--- config.mk ---
export PLATFORM = sky130hd
export DESIGN_NAME = pfs_top
export DESIGN_NICKNAME = d
export VERILOG_FILES = /design/src/pfs_pkg.sv /design/src/pfs_pad_if.sv /design/src/pfs_pad_mux.sv /design/src/pfs_top.sv
export VERILOG_INCLUDE_DIRS = /design/src
export SDC_FILE = /design/constraint.sdc
export NUM_CORES = 1
export LEC_CHECK = 0
export BUFFER_PORTS_ARGS = -buffer_cell sky130_fd_sc_hd__buf_2
export CORE_AREA = 2 2 135 137
export DETAILED_ROUTE_END_ITERATION = 10
export DIE_AREA = 0 0 137 139
export PLACE_DENSITY = 0.74
export SLEW_MARGIN = 20
export SYNTH_ARGS = -nofsm -noshare
export SYNTH_HDL_FRONTEND = slang
export SYNTH_SLANG_ARGS = --single-unit
--- constraint.sdc ---
create_clock -name pclk -period 2.37 [get_ports pclk]
set_input_delay 0.1185 -clock pclk [delete_from_list [all_inputs] [get_ports pclk]]
set_output_delay 0.1185 -clock pclk [all_outputs]
set_load 0.1 [all_outputs]
--- src/pfs_cfg.svh ---
// constants for the pad function select block
`ifndef PFS_CFG_SVH
`define PFS_CFG_SVH
// ---------------------------------------------
// geometry
// ---------------------------------------------
`define PFS_NPAD        5
`define PFS_MODE_W      4
`define PFS_NMODE       16
// ---------------------------------------------
// register map (byte addresses)
// ---------------------------------------------
`define PFS_CTRL_BASE   8'h00
`define PFS_STATUS_ADDR 8'h20
`define PFS_ADDR_W      8
// ---------------------------------------------
// control and status fields
// ---------------------------------------------
`define PFS_MODE_LSB    0
`define PFS_PULL_BIT    4
`define PFS_OFF_BIT     5
`define PFS_MODE_RST    4'h0
`define PFS_PULL_RST    1'b1
`define PFS_OFF_RST     1'b0
`define PFS_ARMED_LSB   8
// ---------------------------------------------
// per-pad mode tables: which modes may drive, which may sample
// pad order: uart_dsp_tx, uart_dsp_rx, uart_b_tx, refclk_zero, refclk_one
// ---------------------------------------------
`define PFS_DRV_MASK    {16'h1089, 16'h1049, 16'h1163, 16'h004B, 16'h0059}
`define PFS_SMP_MASK    {16'h100B, 16'h100B, 16'h106B, 16'h004B, 16'h005B}
`define PFS_PULL_UP_MAP 5'h07
`define PFS_IN_IDLE     1'b0
`endif

--- src/pfs_pkg.sv ---
// types shared by the pad function select block
package pfs_pkg;
   typedef logic [3:0]  pfs_mode_t;
   typedef logic [15:0] pfs_vec_t;
   typedef enum {PFS_BUS_IDLE, PFS_BUS_ACCESS} pfs_bus_state_t;
endpackage : pfs_pkg

--- src/pfs_pad_if.sv ---
// signals between the register side and one pad selector
`timescale 1ns/10ps
interface pfs_pad_if;
   import pfs_pkg::*;
   pfs_mode_t mode;
   logic      armed;
   logic      off;
   logic      pad_in;
   pfs_vec_t  fn_out;
   pfs_vec_t  fn_oe_n;
   logic      sel_out;
   logic      sel_oe_n;
   pfs_vec_t  sel_in;
   modport ctl (output mode, armed, off, pad_in, fn_out, fn_oe_n,
                input sel_out, sel_oe_n, sel_in);
   modport mux (input mode, armed, off, pad_in, fn_out, fn_oe_n,
                output sel_out, sel_oe_n, sel_in);
endinterface : pfs_pad_if

--- src/pfs_pad_mux.sv ---
// one pad: picks the function that drives and samples it
`timescale 1ns/10ps
module pfs_pad_mux
#(
   parameter logic [15:0] DRV_MASK = 16'h0001,
   parameter logic [15:0] SMP_MASK = 16'h0001
)
(
   // selector link
   pfs_pad_if.mux p
);
   import pfs_pkg::*;
   `include "pfs_cfg.svh"

   wire      drv_ok  = DRV_MASK[p.mode];
   wire      smp_ok  = SMP_MASK[p.mode];
   wire      live    = p.armed & ~p.off;
   // unknown mode code: no drive, inputs parked
   wire      drive   = live & drv_ok & ~p.fn_oe_n[p.mode];
   // a net, so the one-hot code follows every mode change
   wire pfs_vec_t one_hot = pfs_vec_t'(16'h0001) << p.mode;

   assign p.sel_out  = drive ? p.fn_out[p.mode] : `PFS_IN_IDLE;
   assign p.sel_oe_n = ~drive;
   // only the selected function sees the pad
   assign p.sel_in   = (~p.off & smp_ok & p.pad_in) ? one_hot
                                                    : {16{`PFS_IN_IDLE}};
endmodule : pfs_pad_mux

--- src/pfs_top.sv ---
// pad function select: apb control registers and per-pad multiplexing
//
// Overview of operation
// - each pad carries the function whose mode number software wrote
// - mode number lives in bits 3..0 of each pad control register
// - mode 0 selects the pad's default, ball-named function
// - after reset every pad keeps its driver off until software writes it
// - software switches each pad's pull resistor on or off; its direction is fixed from the first clock after reset, down on every pad before that
//
// Decided for this implementation: the APB interface to the registers and the placing of the registers.
`timescale 1ns/10ps
`include "pfs_cfg.svh"
module pfs_top
#(
   parameter int NPAD = `PFS_NPAD
)
(
   // clock and reset
   input  wire  logic                       pclk,
   input  wire  logic                       presetn,
   // apb slave
   input  wire  logic                       psel,
   input  wire  logic                       penable,
   input  wire  logic                       pwrite,
   input  wire  logic [7:0]                 paddr,
   input  wire  logic [31:0]                pwdata,
   output       logic [31:0]                prdata,
   output       logic                       pready,
   output       logic                       pslverr,
   // internal function side
   input  wire  logic [NPAD-1:0][15:0]      fn_out,
   input  wire  logic [NPAD-1:0][15:0]      fn_oe_n,
   output       logic [NPAD-1:0][15:0]      fn_in,
   // pads
   input  wire  logic [NPAD-1:0]            pad_in,
   output       logic [NPAD-1:0]            pad_out,
   output       logic [NPAD-1:0]            pad_oe_n,
   output       logic [NPAD-1:0]            pad_pull_en,
   output       logic [NPAD-1:0]            pad_pull_up
);
   import pfs_pkg::*;

   localparam logic [NPAD*16-1:0] DRV_TAB = `PFS_DRV_MASK;
   localparam logic [NPAD*16-1:0] SMP_TAB = `PFS_SMP_MASK;

   // ---------------------------------------------
   // decode
   // ---------------------------------------------
   function automatic logic [2:0] pad_index(input logic [7:0] a);
      logic [7:0] off;
      off = a - `PFS_CTRL_BASE;
      return off[4:2];
   endfunction : pad_index

   function automatic logic is_ctrl(input logic [7:0] a);
      logic [7:0] off;
      off = a - `PFS_CTRL_BASE;
      return (a >= `PFS_CTRL_BASE) && (off[1:0] == 2'h0)
             && (off[7:2] < 6'(NPAD));
   endfunction : is_ctrl

   pfs_bus_state_t  bus_state;
   pfs_mode_t       mode     [NPAD];
   logic [NPAD-1:0] pull_on;
   logic [NPAD-1:0] pad_off;
   logic [NPAD-1:0] armed;
   logic [NPAD-1:0] pad_seen;

   wire        setup_ph  = psel & ~penable;
   wire        access_ph = psel & penable & pready;
   wire        hit_ctrl  = is_ctrl(paddr);
   wire        hit_stat  = (paddr == `PFS_STATUS_ADDR);
   wire  [2:0] widx      = pad_index(paddr);
   wire        wr_ctrl   = access_ph & pwrite & hit_ctrl;
   wire        bad_addr  = ~(hit_ctrl | hit_stat);
   // status register is read only; a write to it is an error
   wire        bad_acc   = bad_addr | (hit_stat & pwrite);

   logic [31:0] rd_word;
   always_comb
   begin
      rd_word = 32'h0000_0000;
      if (hit_ctrl)
      begin
         rd_word[`PFS_MODE_LSB +: `PFS_MODE_W] = mode[widx];
         rd_word[`PFS_PULL_BIT]                = pull_on[widx];
         rd_word[`PFS_OFF_BIT]                 = pad_off[widx];
      end
      else if (hit_stat)
      begin
         rd_word[NPAD-1:0]                           = pad_seen;
         rd_word[`PFS_ARMED_LSB +: NPAD]             = armed;
      end
   end

   // ---------------------------------------------
   // apb slave: zero wait states, registered answer
   // ---------------------------------------------
   always_ff @(posedge pclk or negedge presetn)
   begin
      if (!presetn)
      begin
         bus_state <= PFS_BUS_IDLE;
         pready    <= 1'b0;
         pslverr   <= 1'b0;
         prdata    <= 32'h0000_0000;
      end
      else
      begin
         case (bus_state)
            PFS_BUS_IDLE:
            begin
               pready    <= setup_ph;
               pslverr   <= setup_ph & bad_acc;
               prdata    <= (setup_ph & ~pwrite) ? rd_word : 32'h0000_0000;
               bus_state <= setup_ph ? PFS_BUS_ACCESS : PFS_BUS_IDLE;
            end
            PFS_BUS_ACCESS:
            begin
               pready    <= 1'b0;
               prdata    <= 32'h0000_0000;
               pslverr   <= 1'b0;
               bus_state <= PFS_BUS_IDLE;
            end
            default:
            begin
               pready    <= 1'b0;
               prdata    <= 32'h0000_0000;
               pslverr   <= 1'b0;
               bus_state <= PFS_BUS_IDLE;
            end
         endcase
      end
   end

   // ---------------------------------------------
   // pad control registers
   // ---------------------------------------------
   always_ff @(posedge pclk or negedge presetn)
   begin
      if (!presetn)
      begin
         for (int i = 0; i < NPAD; i++)
            mode[i] <= `PFS_MODE_RST;
         pull_on <= {NPAD{`PFS_PULL_RST}};
         pad_off <= {NPAD{`PFS_OFF_RST}};
         armed   <= '0;
      end
      else if (wr_ctrl)
      begin
         mode[widx]    <= pwdata[`PFS_MODE_LSB +: `PFS_MODE_W];
         pull_on[widx] <= pwdata[`PFS_PULL_BIT];
         pad_off[widx] <= pwdata[`PFS_OFF_BIT];
         armed[widx]   <= 1'b1;
      end
   end

   // ---------------------------------------------
   // per-pad selectors; every pad output is registered
   // ---------------------------------------------
   logic [NPAD-1:0]       next_out;
   logic [NPAD-1:0]       next_oe_n;
   logic [NPAD-1:0][15:0] next_in;

   for (genvar g = 0; g < NPAD; g++)
   begin : g_pad
      pfs_pad_if pif ();
      assign pif.mode    = mode[g];
      assign pif.armed   = armed[g];
      assign pif.off     = pad_off[g];
      assign pif.pad_in  = pad_in[g];
      assign pif.fn_out  = fn_out[g];
      assign pif.fn_oe_n = fn_oe_n[g];
      assign next_out[g]  = pif.sel_out;
      assign next_oe_n[g] = pif.sel_oe_n;
      assign next_in[g]   = pif.sel_in;
      pfs_pad_mux
      #(
         .DRV_MASK (DRV_TAB[g*16 +: 16]),
         .SMP_MASK (SMP_TAB[g*16 +: 16])
      )
      u_mux
      (
         .p (pif.mux)
      );
   end

   always_ff @(posedge pclk or negedge presetn)
   begin
      if (!presetn)
      begin
         pad_out     <= '0;
         pad_oe_n    <= '1;
         fn_in       <= '0;
         pad_pull_en <= {NPAD{`PFS_PULL_RST}};
         pad_pull_up <= '0;
         pad_seen    <= '0;
      end
      else
      begin
         pad_out     <= next_out;
         pad_oe_n    <= next_oe_n;
         fn_in       <= next_in;
         // a switched-off pad leaves its pull off too
         pad_pull_en <= pull_on & ~pad_off;
         pad_pull_up <= NPAD'(`PFS_PULL_UP_MAP);
         pad_seen    <= pad_in;
      end
   end
endmodule : pfs_top
==> results of run 1 <==
## per-layer routing
| layer | wire length, um | part of all wire |
|---|---|---|
| met3 | 1140 | 0.074 |
| met5 | 0 | 0 |
| met1 | 6340 | 0.41 |
| met4 | 233 | 0.015 |
| met2 | 7660 | 0.50 |
## placed cells by master, fill, tap and decap left out, types with 10 or more instances in the layout
master / count
nor2_1: 15
clkbuf_16: 17
nand2_1: 13
and2_1: 37
mux4_2: 28
o21ai_0: 11
mux2_2: 35
buf_2: 243
dfrtp_1: 134
ha_1: 20
mux2i_1: 15
dfstp_2: 15
inv_1: 14
nand2b_1: 15
nor2b_1: 10
conb_1: 64
## cells in the mapped netlist (2+ instances only)
master / n / area, um2
inv_1: 14 / 52.6
nor4_1: 4 / 25.0
nor4b_1: 2 / 17.5
mux2_2: 35 / 394
nor3_1: 5 / 25.0
nand4_1: 4 / 25.0
buf_4: 26 / 195
o311ai_0: 2 / 17.5
mux4_2: 28 / 631
dfstp_2: 15 / 394
nor2_1: 15 / 56.3
o21ai_0: 11 / 55.1
and2_1: 37 / 231
nand3_1: 8 / 40.0
mux2i_1: 15 / 150
nand2_1: 13 / 48.8
nor3b_1: 4 / 30.0
buf_2: 5 / 25.0
or3b_2: 2 / 17.5
a21oi_1: 7 / 35.0
nand2b_1: 15 / 93.8
dfrtp_1: 134 / 3350
nor2b_1: 10 / 62.6
conb_1: 2 / 7.51
ha_1: 20 / 250
a21o_1: 2 / 15.0
clkbuf_1: 11 / 41.3
a211o_1: 2 / 17.5
## critical path, delay by kind of cell, from the launching register on
| family | cells | cell delay, ns |
|---|---|---|
| fa+ha+maj | 1 | 0.24 |
| flops | 1 | 0.71 |
| simple gates | 2 | 0.67 |
| buf+inv | 1 | 0.18 |
## logic make-up (layout without fill, tap and decap cells)
logic type	Yosys count	after routing	share of synthesized area
XOR/XNOR	1	1	0.00135
flip-flops	149	149	0.576
other	2	64	0.00115
AND/OR/NAND/NOR	128	128	0.120
AO/OA/AOI/OAI	33	33	0.0329
multiplexers	78	78	0.181
buffers and inverters	58	308	0.0495
adder cells (fa/ha/maj)	20	20	0.0385
## per-stage QoR
stage	std cells	util	setup WS [ns]	area [um2]	hold slack (ns)
after floorplan	531	-	0.0755	6740	-0.177
after global placement	970	0.457	0.510	8060	0.0336
after detailed placement	970	0.457	0.502	8060	0.0395
after CTS	1010	0.493	0.488	8710	0.00348
after global routing	1010	0.493	0.223	8710	0.0201
final	1010	0.493	0.508	8710	0.0240
## flip-flops by register name, summed over array words and instances (netlist names), 5 cells and up
register	cells
g_pad.pif.mode	20
fn_in	80
pull_on	5
pad_off	5
armed	5
pad_pull_en	5
prdata	11
pad_out	5
pad_seen	5
pad_oe_n	5
## worst max path at each step
stage | from | endpoint | depth (start not counted)
floorplan | bus_state[0] | g_pad[2].pif.mode[0] | 4
finish | g_pad[2].pif.mode[0] | fn_in[32] | 4
global route | g_pad[2].pif.mode[0] | fn_in[32] | 4
CTS | g_pad[2].pif.mode[0] | fn_in[36] | 5
global placement | g_pad[2].pif.mode[0] | fn_in[37] | 5
detailed placement | g_pad[2].pif.mode[0] | fn_in[36] | 5
## area by class of cell
class	count	area share
multi-input cells	324	0.306
inverters	15	0.00646
flip-flops and latches	149	0.430
well taps	229	0.0329
clock inverters	10	0.0116
repair buffers	261	0.159
clock buffers	22	0.0533
## power by group
group          total, mW  internal [mW]  switching (mW)
sequential          2.61           2.60          0.0164
clock               2.53           1.51            1.03
combinational      0.844          0.182           0.662
total               5.99           4.29            1.70
==> results by group, run 1 <==
Flow run
  • Maxcap violations: 0

Setup path
  • Crit path DAT: 2.21 ns
  • Critical Path RT: 2.72 ns
  • Worst Reg-to-Reg Cells: 4
  • Max Fanout on Critical Path: 12
  • CP Class: reg2reg
  • Crit path launch type: register
  • Cell Chain, Critical Path: inv_1 -> ha_1 -> nor4_1 -> and2_1
  • Worst flop-to-flop path endpoint: fn_in[32]
  • Slowest-stage cell, CP: dfrtp_1
  • Largest stage delay on the critical path: 0.71 ns
  • R2r startpoint: g_pad[2].pif.mode[0]
  • Reg2Reg Setup Slack: 0.51 ns
  • Critical Path Sink Type: register

Timing
  • Period utilization: 0.786
  • Final Max Slew Viols: 0
  • RSZ-0062 raised after global routing: no
  • Final TNS setup: 0 ns
  • Worst slew pin tran: 0.655 ns
  • Rel. slew slack: 0.563
  • F_max: 537 MHz
  • Crit path time final: 1.86 ns
  • Worst Clk Skew: 0.0147 ns
  • Fin. Hold Viols: 0
  • Count of final setup violators: 0

Clock network
  • CTS hold repair buffers: 8
  • Root Buffer: clkbuf_16
  • Clk_lat worst skew: 0.42 ns
  • Clock Path Buffers: 2
  • Total CTS buffers: 17
  • CTS clk-pin slew, worst paths: 0.07 ns
  • CTS HTree Levels: 4
  • CTS sink cnt: 149
  • Post_cts resized: 0
  • Setup bufs post-CTS: 0
  • CTS tree: built

Die
  • Die width: 137 um
  • Number of top-level pins: 344
  • # rows: 49
  • Core footprint: 0.0177 mm2
  • DIE HEIGHT: 139 um
  • Initial Util: 0.368
  • Die Area: 0.0190 mm2

Power
  • Pwr/cell area: 688 mW/mm2
  • VDD IR-drop max: 0.635 mV
  • Leakage: 4.42 nW
  • Tot Pwr: 5.99 mW

Detailed routing
  • Initial DRC Count: 151
  • Via density: 4.59
  • Via count of the routed design: 4,631
  • Drt total wl: 15,400 um
  • Drt first pass iters: 4
  • DRC violations left: 0
  • Wire per inst: 15.2 um
  • DRT antenna net count: 0

Logic synthesis
  • Synth warnings: 0
  • Number of synthesized flops with an enable pin: 0
  • Synthesized cell area: 0.00650 mm2
  • Top FF cell, synth: dfrtp_1
  • Sequential fraction of the synthesis area: 0.576
  • Unique masters post-synth: 49
  • Number of synthesized register bits: 149
  • Async set-reset flop share out of synthesis: 1.00
  • Post-synthesis area per instance: 13.9 um2
  • Post-Syn Instances: 469

Final layout
  • ANT cells: 0
  • Final net count: 998
  • Layout cell share with drive strength beyond 1: 0.471
  • P&R area growth vs syn: 33.9%
  • Register Area: 0.00375 mm2
  • Fillers: 1,602
  • Area occupied by multi-input gates: 0.00267 mm2

Global routing
  • GRT Resource Usage Total: 0.163
  • Met3 usage in global routing: 0.0373
  • Congestion Overflow GR: 0
  • Met1 Resource Use GR: 0.213
  • Met2 Usage GRT: 0.267
  • Largest net degree at the start of global routing: 50
  • Global-route wire length before repair: 24,100 um
  • Layer with the highest usage: met2
  • Initial antenna violation count: 0
  • Vias in the first global route: 4,658

Placement
  • DP HPWL: 11,900 um
  • I/O Buffers: 244
  • Routability cong.: 0.849

Hold path
  • Tightest Hold Check Type: in2reg
  • WHS Path Cells: 2
  • Hold Startpoint: pwdata[3]
  • Hold Crit Endpoint: g_pad[3].pif.mode[3]

Outcome
  • Status: finished clean
No activity file was read; power rests on OpenSTA's default activity.
==> run 2: changes to the inputs <==
--- a/config.mk
+++ b/config.mk
@@ -7,10 +7,10 @@
 export NUM_CORES = 1
 export LEC_CHECK = 0
 export BUFFER_PORTS_ARGS = -buffer_cell sky130_fd_sc_hd__buf_2
-export CORE_AREA = 2 2 135 137
+export CORE_AREA = 2 2 133 135
 export DETAILED_ROUTE_END_ITERATION = 10
-export DIE_AREA = 0 0 137 139
-export PLACE_DENSITY = 0.74
+export DIE_AREA = 0 0 135 137
+export PLACE_DENSITY = 0.78
 export SLEW_MARGIN = 20
 export SYNTH_ARGS = -nofsm -noshare
 export SYNTH_HDL_FRONTEND = slang
==> constraint.sdc (replaced) <==
create_clock -name pclk -period 1.5 [get_ports pclk]
set_input_delay 0.075 -clock pclk [delete_from_list [all_inputs] [get_ports pclk]]
set_output_delay 0.075 -clock pclk [all_outputs]
set_load 0.1 [all_outputs]
==> results by group, run 2 (same netlist as run 1, synthesis figures left out) <==
Outcome
  • Status: finished, violations left
  • Failing checks: negative setup slack

Timing
  • F_max: 628 MHz
  • RSZ-0062 raised after global routing: yes
  • Period utilization: 1.06
  • Worst Clk Skew: 0.0124 ns
  • Worst slew pin tran: 0.544 ns
  • Crit path time final: 1.59 ns
  • Fin. Hold Viols: 0
  • Final Max Slew Viols: 0
  • Slack of the critical path: -0.0913 ns
  • Count of final setup violators: 32
  • Rel. slew slack: 0.636

Final layout
  • ANT cells: 0
  • Most frequent cells in the layout: buf_2, dfrtp_1, conb_1
  • Non-filler cells in the finished layout: 1,072
  • Biggest register: fn_in
  • P&R area growth vs syn: 46.8%
  • Final instance area: 0.00955 mm2
  • Largest register FFs: 80
  • Commonest non-fill, non-tap cell in the layout: buf_2
  • Layout cell share with drive strength beyond 1: 0.555
  • Final net count: 1,064
  • Fillers: 1,448
  • Top flop regs: fn_in: 80 flops, g_pad.pif.mode: 20 flops, prdata: 11 flops

Global routing
  • Global-route wire length before repair: 24,200 um
  • Congestion Overflow GR: 0
  • Initial antenna violation count: 0
  • Vias in the first global route: 4,795
  • Largest net degree at the start of global routing: 38
  • GRT Resource Usage Total: 0.171

Die
  • Number of top-level pins: 344
  • Initial Util: 0.381
  • Core footprint: 0.0171 mm2
  • Die width: 135 um
  • DIE HEIGHT: 137 um
  • Die Area: 0.0185 mm2
  • # rows: 48

Detailed routing
  • Wire per inst: 14.7 um
  • Via count of the routed design: 4,832
  • DRC violations left: 0
  • Drt first pass iters: 4
  • Via density: 4.51
  • DRT antenna net count: 0
  • Initial DRC Count: 207
  • Drt total wl: 15,800 um

Setup path
  • Reg2Reg Setup Slack: -0.09 ns
  • Critical Path RT: 1.86 ns
  • CP Class: reg2reg
  • Critical Path Sink Type: register
  • R2r startpoint: g_pad[2].pif.mode[0]
  • Worst flop-to-flop path endpoint: pad_oe_n[2]
  • Crit path DAT: 1.95 ns
  • Worst Reg-to-Reg Cells: 6
  • Crit path launch type: register
  • Max Fanout on Critical Path: 6

Clock network
  • CTS tree: built
  • CTS clk-pin slew, worst paths: 0.06 ns
  • Total CTS buffers: 17
  • Clk_lat worst skew: 0.42 ns
  • Root Buffer: clkbuf_16
  • CTS HTree Levels: 4
  • Clock Path Buffers: 2
  • CTS sink cnt: 149

Placement
  • I/O Buffers: 244
  • DP Cell Count: 1,020
  • DP HPWL: 12,200 um
  • Routability cong.: 0.856
  • Placed cell area: 0.00854 mm2

Power
  • Pwr/cell area: 1030 mW/mm2
  • VDD IR-drop max: 0.694 mV
  • Clock Power Share: 0.438
  • Combinational power share: 0.143
  • Flop pwr share: 0.419
  • Pint: 7.10 mW
  • Psw: 2.74 mW
  • Leakage: 4.84 nW
  • Switching Share: 0.278

Hold path
  • WHS Path Cells: 2
  • Hold Startpoint: pwdata[3]
  • Tightest Hold Check Type: in2reg
  • Hold Crit Endpoint: g_pad[2].pif.mode[3]

Flow run
  • Maxcap violations: 0
## run 2: cell types whose count changed in the layout (fill, tap and decap cells not counted), moves of 4 or more
cell / change
o21ai_1: +6
a21oi_1: -4
dfrtp_1: -7
and2_1: -4
a21oi_2: +4
dfrtp_2: +6
buf_6: +11
o21ai_0: -8
and2_4: +4
buf_4: +50
## run 2: how the worst max path moves through the flow
stage,start,endpoint,cells past startpoint
after CTS,g_pad[0].pif.mode[0],pad_out[0],4
after floorplan,bus_state[0],g_pad[2].pif.mode[0],4
after detailed placement,g_pad[0].pif.mode[0],pad_out[0],4
after global routing,g_pad[2].pif.mode[0],pad_oe_n[2],6
after global placement,g_pad[0].pif.mode[0],pad_out[0],4
final,g_pad[2].pif.mode[0],pad_oe_n[2],6
## run 2: area by class of cell
type                            count  area (um2)  share of cell area
Inverter                           15        61.3             0.00642
Multi-Input combinational cell    324        2860               0.300
Timing Repair Buffer              327        1970               0.207
Sequential cell                   149        3760               0.394
Tap cell                          225         282              0.0295
Clock inverter                     14         175              0.0183
Clock buffer                       18         439              0.0460
## run 2: worst max-delay path, stage by stage (launching register included)
cell     delay (ns)
dfrtp_2        0.45
buf_12         0.15
buf_6          0.12
mux2i_1        0.10
mux4_2         0.50
nand3_2        0.10
and2_4         0.13
## run 2: per-stage QoR
step           total power, mW  setup TNS [ns]  hold slack [ns]  utilization  setup WS (ns)
6_report                  9.84          -0.969           0.0377        0.560        -0.0913
3_3_place_gp              5.55           -4.42          -0.0131        0.500         -0.206
4_1_cts                   9.97          -0.693           0.0191        0.551        -0.0906
2_1_floorplan             5.18          -10.15           -0.221            -         -0.342
5_1_grt                   10.2           -3.18           0.0416        0.560         -0.130
3_5_place_dp              5.56           -5.82          -0.0131        0.500         -0.217
## run 2: power groups by stage
stage | sequential (mW) | clock (mW) | combinational (mW)
after global routing | 4.13 | 4.62 | 1.48
after detailed placement | 4.20 | 0 | 1.36
after floorplan | 4.71 | 0 | 0.476
after CTS | 4.13 | 4.45 | 1.40
after global placement | 4.20 | 0 | 1.35
final | 4.13 | 4.31 | 1.40
## run 2: timing repair
action,in CTS,in global routing
gates cloned,0,0
endpoints found under the setup margin,67,52
hold buffers,11,0
gates resized for setup,26,40
endpoints found under the hold margin,162,0
setup buffers,6,3
pin swaps,9,11
## run 2: per-layer routing
metal | GRT usage | share of wire | vias to the layer above
li1 | - | - | 2286
met1 | 0.220 | 0.42 | 2347
met2 | 0.291 | 0.51 | 188
met3 | 0.0363 | 0.062 | 11
met4 | 0.0573 | 0.0091 | 0
met5 | 0 | 0 | -
